### src/afs_params.svh
/*
 constants of the analog frequency source select block: register offsets,
 reset values, setting codes and filter limits.
 assumes it is included by bare name wherever a macro is needed.
*/
`ifndef AFS_PARAMS_SVH
`define AFS_PARAMS_SVH

// ---------------------------------------------------------------
// register offsets (byte addresses)
// ---------------------------------------------------------------
`define AFS_OFS_RUN_SRC     8'h00
`define AFS_OFS_FREQ_SRC    8'h04
`define AFS_OFS_FILTER      8'h08
`define AFS_OFS_SEL_OPT     8'h0C
`define AFS_OFS_TRIM_OPT    8'h10
`define AFS_OFS_SEL_ASSIGN  8'h14
`define AFS_OFS_STATUS      8'h18
`define AFS_OFS_FREQ_CMD    8'h1C

// ---------------------------------------------------------------
// setting codes and reset values
// ---------------------------------------------------------------
`define AFS_RUN_KEYPAD      3'h2
`define AFS_RUN_RST         3'h1
`define AFS_FREQ_ANALOG     3'h1
`define AFS_FREQ_RST        3'h1
`define AFS_FILT_MIN        5'h01
`define AFS_FILT_MAX        5'h1E
`define AFS_FILT_RST        5'h08
`define AFS_SEL_CURR        1'h0
`define AFS_SEL_BIP         1'h1
`define AFS_TRIM_NONE       2'h0
`define AFS_TRIM_UNI        2'h1
`define AFS_TRIM_REV        2'h2
`define AFS_SAMPLE_W        10
`define AFS_RAM_AW          5

`endif

### src/afs_pkg.sv
/*
 types shared by the analog frequency source select block.
 assumes afs_params.svh is on the include path.
*/
`include "afs_params.svh"

package afs_pkg;

   // primary command channel
   typedef enum logic [1:0] {
      CH_VOLT,
      CH_CURR,
      CH_BIP,
      CH_SUM
   } chan_sel_t;

   // routing decision
   typedef struct packed {
      chan_sel_t chan;
      logic      trim_en;
      logic      rev_en;
   } route_t;

   // one set of converted analog samples
   typedef struct packed {
      logic        [`AFS_SAMPLE_W-1:0] volt;
      logic        [`AFS_SAMPLE_W-1:0] curr;
      logic signed [`AFS_SAMPLE_W-1:0] bip;
   } samples_t;

endpackage

### src/afs_sample_ram.sv
/*
 sample history memory for the moving average filter.
 assumes one write and one read port on the same clock; read data registered.
*/
`timescale 1ns/1ns

module afs_sample_ram #(
   parameter int DW = 30,
   parameter int AW = 5
) (
   // clock and control
   input  wire logic          i_clk_sys,
   input  wire logic          i_clk_en,
   // write port
   input  wire logic          i_wr_en,
   input  wire logic [AW-1:0] i_wr_addr,
   input  wire logic [DW-1:0] i_wr_data,
   // read port
   input  wire logic          i_rd_en,
   input  wire logic [AW-1:0] i_rd_addr,
   output logic      [DW-1:0] o_rd_data
);

   logic [DW-1:0] mem_ff [0:(1<<AW)-1];

   always_ff @(posedge i_clk_sys) begin
      if (i_clk_en && i_wr_en) begin
         mem_ff[i_wr_addr] <= i_wr_data;
      end
      if (i_clk_en && i_rd_en) begin
         o_rd_data <= mem_ff[i_rd_addr];
      end
   end

endmodule // afs_sample_ram

### src/afs_select.sv
/*
 analog frequency source select: register port, moving average filter of the
 three analog channels, routing of command channel, trim and reverse, and the
 run source monitor output.
 assumes samples arrive from logic on i_clk_sys; the select pin is asynchronous.
*/
// Function
// - monitor on while run source is keypad
// - monitor off for any other run source
// - select inactive uses voltage channel
// - select active uses current or bipolar
// - analog command only when frequency source analog
// - one filter setting 1..30 for all
// - options and select jointly pick routing
// - option 00: no trim, bipolar reverses
// - options 01/02 add trim except on bipolar; 02 always reverses
// - bipolar sign gives rotation direction
// - unassigned select ignores select option
// - option 01 makes bipolar trim unipolar
`timescale 1ns/1ns
`include "afs_params.svh"

module afs_select #(
   parameter int W  = `AFS_SAMPLE_W,
   parameter int DW = 16
) (
   // clock and reset
   input  wire logic              i_clk_sys,
   input  wire logic              i_reset_n,
   input  wire logic              i_clk_en,
   // register port
   input  wire logic [7:0]        i_addr,
   input  wire logic [DW-1:0]     i_wdata,
   input  wire logic              i_wr,
   input  wire logic              i_rd,
   output logic      [DW-1:0]     o_rdata,
   // analog samples and select pin
   input  wire afs_pkg::samples_t i_samples,
   input  wire logic              i_sample_valid,
   input  wire logic              i_current_voltage_select_input,
   // command outputs
   output logic                   o_run_source_monitor_output,
   output logic                   o_analog_active,
   output afs_pkg::route_t        o_route,
   output logic      [W+1:0]      o_freq_cmd,
   output logic                   o_dir_reverse
);

   localparam int AW = `AFS_RAM_AW;
   localparam int SW = W + AW;
   localparam int CW = W + 3;

   typedef enum logic [1:0] {ST_IDLE, ST_UPD, ST_AVG} filt_state_t;

   // ---------------------------------------------------------------
   // functions
   // ---------------------------------------------------------------
   function automatic logic [W-1:0] avg_of(input logic [SW-1:0] s, input logic [AW-1:0] n);
      logic [SW-1:0] q;
      q = (n == '0) ? '0 : s / SW'(n);
      return q[W-1:0];
   endfunction

   function automatic logic [W-1:0] flip_msb(input logic [W-1:0] v);
      return {~v[W-1], v[W-2:0]};
   endfunction

   function automatic afs_pkg::route_t route_of(input logic [1:0] opt, input logic sel_opt,
                                               input logic assigned, input logic sel);
      afs_pkg::route_t r;
      r = '{chan: afs_pkg::CH_VOLT, trim_en: 1'b0, rev_en: 1'b0};
      if (!assigned) begin
         if (opt == `AFS_TRIM_UNI || opt == `AFS_TRIM_REV) begin
            r.chan    = afs_pkg::CH_SUM;
            r.trim_en = 1'b1;
            r.rev_en  = (opt == `AFS_TRIM_REV);
         end else begin
            r.chan    = afs_pkg::CH_BIP;
            r.rev_en  = 1'b1;
         end
      end else begin
         if (!sel) begin
            r.chan = afs_pkg::CH_VOLT;
         end else if (sel_opt == `AFS_SEL_BIP) begin
            r.chan = afs_pkg::CH_BIP;
         end else begin
            r.chan = afs_pkg::CH_CURR;
         end
         r.trim_en = (opt == `AFS_TRIM_UNI || opt == `AFS_TRIM_REV)
                     && (r.chan != afs_pkg::CH_BIP);
         r.rev_en  = (opt == `AFS_TRIM_REV) || (r.chan == afs_pkg::CH_BIP);
      end
      return r;
   endfunction

   // ---------------------------------------------------------------
   // registers and pin synchroniser
   // ---------------------------------------------------------------
   logic [2:0]     run_src_ff;
   logic [2:0]     freq_src_ff;
   logic [AW-1:0]  filt_ff;
   logic           sel_opt_ff;
   logic [1:0]     trim_opt_ff;
   logic           sel_assign_ff;
   logic [1:0]     sel_sync_ff;
   logic [DW-1:0]  rdata_ff;
   logic           wr_filt;
   logic [AW-1:0]  nxt_filt;
   logic [DW-1:0]  nxt_rdata;
   logic [DW-1:0]  status_word;

   assign wr_filt  = i_wr && (i_addr == `AFS_OFS_FILTER);
   assign nxt_filt = (i_wdata < DW'(`AFS_FILT_MIN)) ? `AFS_FILT_MIN :
                     (i_wdata > DW'(`AFS_FILT_MAX)) ? `AFS_FILT_MAX :
                     i_wdata[AW-1:0];

   always_ff @(posedge i_clk_sys or negedge i_reset_n) begin
      if (!i_reset_n) begin
         run_src_ff    <= `AFS_RUN_RST;
         freq_src_ff   <= `AFS_FREQ_RST;
         filt_ff       <= `AFS_FILT_RST;
         sel_opt_ff    <= `AFS_SEL_CURR;
         trim_opt_ff   <= `AFS_TRIM_NONE;
         sel_assign_ff <= 1'h1;
         sel_sync_ff   <= 2'h0;
         rdata_ff      <= '0;
      end else if (i_clk_en) begin
         sel_sync_ff <= {sel_sync_ff[0], i_current_voltage_select_input};
         rdata_ff    <= nxt_rdata;
         if (i_wr && i_addr == `AFS_OFS_RUN_SRC) begin
            run_src_ff <= i_wdata[2:0];
         end
         if (i_wr && i_addr == `AFS_OFS_FREQ_SRC) begin
            freq_src_ff <= i_wdata[2:0];
         end
         if (wr_filt) begin
            filt_ff <= nxt_filt;
         end
         if (i_wr && i_addr == `AFS_OFS_SEL_OPT) begin
            sel_opt_ff <= i_wdata[0];
         end
         if (i_wr && i_addr == `AFS_OFS_TRIM_OPT) begin
            trim_opt_ff <= i_wdata[1:0];
         end
         if (i_wr && i_addr == `AFS_OFS_SEL_ASSIGN) begin
            sel_assign_ff <= i_wdata[0];
         end
      end
   end

   assign status_word = DW'({o_route.rev_en, o_route.trim_en, o_route.chan,
                             o_dir_reverse, o_analog_active, sel_sync_ff[1],
                             o_run_source_monitor_output});
   assign nxt_rdata = !i_rd                          ? '0 :
                      (i_addr == `AFS_OFS_RUN_SRC)    ? DW'(run_src_ff) :
                      (i_addr == `AFS_OFS_FREQ_SRC)   ? DW'(freq_src_ff) :
                      (i_addr == `AFS_OFS_FILTER)     ? DW'(filt_ff) :
                      (i_addr == `AFS_OFS_SEL_OPT)    ? DW'(sel_opt_ff) :
                      (i_addr == `AFS_OFS_TRIM_OPT)   ? DW'(trim_opt_ff) :
                      (i_addr == `AFS_OFS_SEL_ASSIGN) ? DW'(sel_assign_ff) :
                      (i_addr == `AFS_OFS_STATUS)     ? status_word :
                      (i_addr == `AFS_OFS_FREQ_CMD)   ? DW'(o_freq_cmd) : '0;
   assign o_rdata = rdata_ff;

   // ---------------------------------------------------------------
   // moving average filter
   // ---------------------------------------------------------------
   filt_state_t       state_ff;
   filt_state_t       nxt_state;
   logic [AW-1:0]     wptr_ff;
   logic [AW-1:0]     fill_ff;
   logic [3*W-1:0]    smp_ff;
   logic [3*W-1:0]    old_smp;
   logic [SW-1:0]     sum_v_ff;
   logic [SW-1:0]     sum_c_ff;
   logic [SW-1:0]     sum_b_ff;
   logic [W-1:0]      avg_v_ff;
   logic [W-1:0]      avg_c_ff;
   logic [W-1:0]      avg_b_ff;
   logic              take;
   logic              full;
   logic [3*W-1:0]    old_gated;

   assign take      = (state_ff == ST_IDLE) && i_sample_valid;
   assign full      = (fill_ff == filt_ff);
   assign old_gated = full ? old_smp : '0;
   assign nxt_state = (state_ff == ST_IDLE) ? (take ? ST_UPD : ST_IDLE) :
                      (state_ff == ST_UPD)  ? ST_AVG : ST_IDLE;

   afs_sample_ram #(
      .DW (3*W),
      .AW (AW)
   ) u_ram (
      .i_clk_sys (i_clk_sys),
      .i_clk_en  (i_clk_en),
      .i_wr_en   (state_ff == ST_UPD),
      .i_wr_addr (wptr_ff),
      .i_wr_data (smp_ff),
      .i_rd_en   (take),
      .i_rd_addr (wptr_ff - filt_ff),
      .o_rd_data (old_smp)
   );

   always_ff @(posedge i_clk_sys or negedge i_reset_n) begin
      if (!i_reset_n) begin
         state_ff <= ST_IDLE;
         wptr_ff  <= '0;
         fill_ff  <= '0;
         smp_ff   <= '0;
         sum_v_ff <= '0;
         sum_c_ff <= '0;
         sum_b_ff <= '0;
         avg_v_ff <= '0;
         avg_c_ff <= '0;
         avg_b_ff <= '0;
      end else if (i_clk_en) begin
         state_ff <= nxt_state;
         if (take) begin
            smp_ff <= {i_samples.volt, i_samples.curr, flip_msb(i_samples.bip)};
         end
         if (wr_filt) begin
            // new window length: history restarts
            fill_ff  <= '0;
            sum_v_ff <= '0;
            sum_c_ff <= '0;
            sum_b_ff <= '0;
         end else if (state_ff == ST_UPD) begin
            wptr_ff  <= wptr_ff + 1'b1;
            fill_ff  <= full ? fill_ff : fill_ff + 1'b1;
            sum_v_ff <= sum_v_ff + SW'(smp_ff[3*W-1:2*W]) - SW'(old_gated[3*W-1:2*W]);
            sum_c_ff <= sum_c_ff + SW'(smp_ff[2*W-1:W]) - SW'(old_gated[2*W-1:W]);
            sum_b_ff <= sum_b_ff + SW'(smp_ff[W-1:0]) - SW'(old_gated[W-1:0]);
         end
         if (state_ff == ST_AVG) begin
            avg_v_ff <= avg_of(sum_v_ff, fill_ff);
            avg_c_ff <= avg_of(sum_c_ff, fill_ff);
            avg_b_ff <= flip_msb(avg_of(sum_b_ff, fill_ff));
         end
      end
   end

   // ---------------------------------------------------------------
   // routing and command
   // ---------------------------------------------------------------
   afs_pkg::route_t   route;
   logic              analog_sel;
   logic signed [CW-1:0] prim;
   logic signed [CW-1:0] bip_ext;
   logic signed [CW-1:0] cmd;
   logic signed [CW-1:0] cmd_lim;
   logic              neg;
   logic [W+1:0]      mag;

   assign route      = route_of(trim_opt_ff, sel_opt_ff, sel_assign_ff, sel_sync_ff[1]);
   assign analog_sel = (freq_src_ff == `AFS_FREQ_ANALOG);
   assign bip_ext    = CW'($signed(avg_b_ff));
   assign prim = (route.chan == afs_pkg::CH_VOLT) ? CW'({1'b0, avg_v_ff}) :
                 (route.chan == afs_pkg::CH_CURR) ? CW'({1'b0, avg_c_ff}) :
                 (route.chan == afs_pkg::CH_BIP)  ? bip_ext :
                 CW'({2'b00, avg_v_ff}) + CW'({2'b00, avg_c_ff});
   assign cmd     = prim + (route.trim_en ? bip_ext : '0);
   assign neg     = cmd[CW-1];
   assign cmd_lim = (neg && !route.rev_en) ? '0 : cmd;
   assign mag     = neg && route.rev_en ? (W+2)'(0) - cmd_lim[W+1:0] : cmd_lim[W+1:0];

   always_ff @(posedge i_clk_sys or negedge i_reset_n) begin
      if (!i_reset_n) begin
         o_run_source_monitor_output <= 1'b0;
         o_analog_active             <= 1'b0;
         o_route                     <= '0;
         o_freq_cmd                  <= '0;
         o_dir_reverse               <= 1'b0;
      end else if (i_clk_en) begin
         o_run_source_monitor_output <= (run_src_ff == `AFS_RUN_KEYPAD);
         o_analog_active             <= analog_sel;
         o_route                     <= route;
         o_freq_cmd                  <= analog_sel ? mag : '0;
         o_dir_reverse               <= analog_sel && route.rev_en && neg;
      end
   end

   // ---------------------------------------------------------------
   // assertions
   // ---------------------------------------------------------------
   a_monitor_keypad_on: assert property (@(posedge i_clk_sys) disable iff (!i_reset_n)
      i_clk_en && run_src_ff == `AFS_RUN_KEYPAD |=> o_run_source_monitor_output)
      else $error("monitor not on for keypad run source");
   a_monitor_other_off: assert property (@(posedge i_clk_sys) disable iff (!i_reset_n)
      i_clk_en && run_src_ff != `AFS_RUN_KEYPAD |=> !o_run_source_monitor_output)
      else $error("monitor on for non keypad run source");
   a_voltage_route_sel: assert property (@(posedge i_clk_sys) disable iff (!i_reset_n)
      i_clk_en && sel_assign_ff && !sel_sync_ff[1] |=> o_route.chan == afs_pkg::CH_VOLT)
      else $error("voltage channel not chosen with select off");
   a_current_route_sel: assert property (@(posedge i_clk_sys) disable iff (!i_reset_n)
      i_clk_en && sel_assign_ff && sel_sync_ff[1] && sel_opt_ff == `AFS_SEL_CURR
      |=> o_route.chan == afs_pkg::CH_CURR)
      else $error("current channel not chosen with select on");
   a_analog_source_gate: assert property (@(posedge i_clk_sys) disable iff (!i_reset_n)
      i_clk_en && !analog_sel |=> !o_analog_active && o_freq_cmd == '0 && !o_dir_reverse)
      else $error("analog command while source not analog");
   a_filter_range_held: assert property (@(posedge i_clk_sys) disable iff (!i_reset_n)
      filt_ff >= `AFS_FILT_MIN && filt_ff <= `AFS_FILT_MAX && fill_ff <= filt_ff)
      else $error("filter setting or fill out of range");
   a_no_trim_opt00: assert property (@(posedge i_clk_sys) disable iff (!i_reset_n)
      i_clk_en && sel_assign_ff && trim_opt_ff == `AFS_TRIM_NONE
      |=> !o_route.trim_en && (o_route.rev_en == (o_route.chan == afs_pkg::CH_BIP)))
      else $error("option 00 trim or reverse wrong");
   a_reverse_opt02: assert property (@(posedge i_clk_sys) disable iff (!i_reset_n)
      i_clk_en && trim_opt_ff == `AFS_TRIM_REV |=> o_route.rev_en)
      else $error("option 02 did not permit reverse");
   a_reverse_needs_en: assert property (@(posedge i_clk_sys) disable iff (!i_reset_n)
      o_dir_reverse |-> o_route.rev_en && o_analog_active)
      else $error("reverse without reverse permission");
   a_unassigned_sum: assert property (@(posedge i_clk_sys) disable iff (!i_reset_n)
      i_clk_en && !sel_assign_ff && trim_opt_ff != `AFS_TRIM_NONE
      |=> o_route.chan == afs_pkg::CH_SUM && o_route.trim_en)
      else $error("unassigned select did not sum channels");
   a_unipolar_opt01: assert property (@(posedge i_clk_sys) disable iff (!i_reset_n)
      i_clk_en && !sel_assign_ff && trim_opt_ff == `AFS_TRIM_UNI |=> !o_dir_reverse)
      else $error("option 01 commanded reverse");
   a_filter_avg_step: assert property (@(posedge i_clk_sys) disable iff (!i_reset_n)
      i_clk_en && take && !wr_filt ##1 i_clk_en && !wr_filt |=> state_ff == ST_AVG)
      else $error("filter pipeline did not advance");

endmodule // afs_select

### config.mk
export PLATFORM = sky130hd
export DESIGN_NAME = afs_select
export DESIGN_NICKNAME = d
export VERILOG_FILES = /design/src/afs_pkg.sv /design/src/afs_sample_ram.sv /design/src/afs_select.sv
export VERILOG_INCLUDE_DIRS = /design/src
export SDC_FILE = /design/constraint.sdc
export NUM_CORES = 2
export LEC_CHECK = 0
export BUFFER_PORTS_ARGS = -buffer_cell sky130_fd_sc_hd__buf_4
export CORE_AREA = 5 5 386 388
export DETAILED_ROUTE_END_ITERATION = 7
export DIE_AREA = 0 0 391 393
export PLACE_DENSITY_LB_ADDON = 0.1
export RECOVER_POWER = 100
export SLEW_MARGIN = 25
export SYNTH_ARGS = -nofsm -noshare
export SYNTH_HDL_FRONTEND = slang
export SYNTH_HIERARCHICAL = 1
export SYNTH_SLANG_ARGS = --single-unit
### constraint.sdc
create_clock -name i_clk_sys -period 29.2 [get_ports i_clk_sys]
set_input_delay 4.38 -clock i_clk_sys [delete_from_list [all_inputs] [get_ports i_clk_sys]]
set_output_delay 4.38 -clock i_clk_sys [all_outputs]
set_load 0.02 [all_outputs]
==> run metrics <==
status=finished, violations left; failing checks=max-capacitance violations, max-slew violations; I/O pins=96; syn avg cell area=12.2 sq um; period utilization=0.923; Setup violations, final=0; Hold Vio Cnt, Final=0; CP startpoint=fill_ff[0]; CTS tree=done; area grow syn2layout=11.7%; async set-reset flop share out of synthesis=0.143; delay of the slowest cell on the worst path=a little over 0.5 ns; core area=0.145 sq mm; layout filler cell count=13100; final estimated routing congestion in global placement=0.888; top achievable clock speed=between 30 and 40 MHz; crit path time final=about 27 ns; CTS Hold Bufs=0; via count=~42000; clock-pin slew on the worst setup and hold paths=approximately 0.060 ns; Worst Hold Class=reg2reg; Num CTS Buffers=around 130; Cell variety after synth=120; Slew @ Worst Pin=~4 ns; first-pass GRT wire length=roughly 270000 um; WL per Instance=about 25 um; Max-Cap Viols=between 50 and 60; Ys Warns=6; dominant synthesized flop cell=edfxtp_1; Max H-tree Level=4; Yosys top cell area share=0.479; clock skew=0.0380 ns; # DRC=0; Crit Path Max Fanout=36; clk buf depth=3; Max Transition Viols Final=between 1000 and 1500; cell taking the most area after synthesis=edfxtp_1; gr usage total=0.233; initial antenna violation count=3; Die Width=~400 um; Crit path required time=around 30 ns; startpoint types=register; Rows=140; routed wire length=182000 um; Seq. cell area=about 0.034 sq mm; HPWL after DPL=~110000 um; Crit. End Element=register; TritonRoute pass-1 iters=6; Sink Count=roughly 1200; setup TNS=0 ns; slowest CP cell=or4_1; Final nets=about 5600; clk_lat worst skew=between 0.7 and 0.8 ns; Synth Instances=about 5100; GRT overflow=0; vias in the first global route=between 40000 and 50000; most frequent cell after synthesis=edfxtp_1; critical path arrival=27.58 ns; CP endpoint=avg_b_ff[0]; largest net degree at the start of global routing=around 120; Post-synth EDFFs=a little under 1000; Die Height=~390 um; PortBufs=roughly 90; clk root buf=clkbuf_16; multi-input logic area=roughly 0.027 sq mm; Total Die Area=0.154 sq mm; worst reg2reg startpoint=fill_ff[0]; Yosys reg bits=1155; starting density of the core=0.428; critical path type=reg2reg; initial drt markers=3098; DRT antenna net count=0; vias per cell=roughly 5.8; Synth top cells by count=edfxtp_1 (990), mux2i_1 (542), nand2_1 (315); Seq/Total Area, Yosys=0.545; r2r setup slk=approximately 2.3 ns; Synth Cell Area=about 0.062 sq mm; Reg2Reg Depth=115; main area contributors after synthesis=edfxtp_1 (48%), mux2i_1 (8.7%), dfrtp_1 (6.5%); Slew headroom=-1.72; layout cells sized above 1=0.0956; CP dominant cell by count=o21a_1; R2R Path End=avg_b_ff[0]
==> worst max-delay path: cells and delay by family (launching register included) <==
kind	cells	cell delay [ns]
AOI/OAI and AO/OA	57	11.98
adders and majority gates	15	4.54
buffers and inverters	5	0.78
DFF	1	0.50
muxes	4	1.23
and+or+nand+nor	34	7.71
==> area by class of cell <==
class | instances | share of cell area
clock buffers | 185 | 0.0526
clock inverters | 55 | 0.0100
diodes | 3 | 0.000108
repair buffers | 205 | 0.0184
multi-input cells | 3499 | 0.383
inverters | 237 | 0.0130
well taps | 1917 | 0.0346
flip-flops and latches | 1155 | 0.489
==> state kept, by name, indices dropped and copies added, names as in the netlist, 2 cells and up <==
register	flops
wptr_ff	5
fill_ff	5
o_freq_cmd	12
u_ram/o_rd_data	30
o_route	4
o_rdata	12
smp_ff	30
avg_c_ff	10
sum_b_ff	15
avg_v_ff	10
trim_opt_ff	2
avg_b_ff	10
sel_sync_ff	2
sum_v_ff	15
u_ram/mem_ff	960
sum_c_ff	15
freq_src_ff	3
state_ff	2
run_src_ff	3
filt_ff	5
==> cell families (layout without fill, tap and decap cells) <==
| kind of cell | count (synthesis) | count (layout) | synth area share |
|---|---|---|---|
| AOI/OAI and AO/OA | 1221 | 1221 | 0.135 |
| and+or+nand+nor | 1196 | 1196 | 0.0951 |
| DFF | 1155 | 1155 | 0.545 |
| muxes | 605 | 605 | 0.0996 |
| buffers and inverters | 458 | 682 | 0.0339 |
| adders and majority gates | 328 | 328 | 0.0699 |
| xor gates and xnor gates | 145 | 145 | 0.0205 |
| other | 1 | 7 | 0.0000604 |
==> cells in the final DEF (no fill, tap or decap), types with 33 or more instances in the layout <==
| cell | netlist | final |
|---|---|---|
| dfrtp_1 | 161 | 159 |
| a21o_1 | 56 | 54 |
| a22oi_1 | 101 | 101 |
| clkbuf_16 | 0 | 135 |
| fa_1 | 33 | 33 |
| o21ai_0 | 187 | 181 |
| nor2_1 | 261 | 235 |
| o21a_1 | 112 | 111 |
| xnor2_1 | 93 | 93 |
| mux2_2 | 54 | 54 |
| a22o_1 | 114 | 114 |
| nor3_1 | 149 | 147 |
| o21bai_1 | 40 | 40 |
| inv_1 | 234 | 229 |
| buf_4 | 25 | 121 |
| edfxtp_1 | 990 | 990 |
| and2_1 | 60 | 55 |
| o211ai_1 | 34 | 34 |
| ha_1 | 291 | 291 |
| nor2b_1 | 39 | 34 |
| a211oi_1 | 36 | 34 |
| mux2i_1 | 542 | 541 |
| a21oi_1 | 251 | 246 |
| clkbuf_1 | 123 | 122 |
| xor2_1 | 52 | 52 |
| a31oi_1 | 59 | 58 |
| o31ai_1 | 33 | 33 |
| nand2b_1 | 47 | 45 |
| nand3_1 | 137 | 137 |
| nand2_1 | 315 | 313 |
==> how the worst min path moves through the flow <==
stage	start	end	slack, ns	cells after the start
3_3_place_gp	o_rdata[10]	o_rdata[10]	0.47	1
4_1_cts	o_rdata[9]	o_rdata[9]	0.50	1
6_report	o_rdata[2]	o_rdata[2]	0.49	1
2_1_floorplan	avg_b_ff[3]	avg_b_ff[3]	0.46	2
3_5_place_dp	o_rdata[9]	o_rdata[9]	0.48	1
5_1_grt	o_rdata[4]	o_rdata[4]	0.52	1
==> per-stage QoR <==
step                      utilization  instances  setup WS, ns  instance area, sq um  hold slack (ns)
after floorplan                     -       5112          2.82                 62100            0.463
after global placement          0.448       6990        -0.258                 65000            0.475
after detailed placement        0.448       6992        -0.340                 65000            0.479
after CTS                       0.478       7232        0.0350                 69400            0.497
after global routing            0.478       7253        -0.103                 69300            0.518
final                           0.478       7256          2.26                 69300            0.487
==> repair_timing <==
action | CTS | global route
pin swaps | 0 | 10
setup buffers | 0 | 21
gates resized for setup | 3 | 65
setup endpoints to repair | 1 | 6
==> layer usage <==
layer / global-route usage / part of all wire / up-vias
met5: 0 / 0.000071 / -
met4: 0.0602 / 0.023 / 2
met3: 0.0319 / 0.049 / 219
met2: 0.374 / 0.46 / 1015
met1: 0.335 / 0.46 / 21400
li1: - / - / 19700
Power is not shown: default switching activity piles up to over one toggle a cycle in this logic, so the estimate is an artifact.
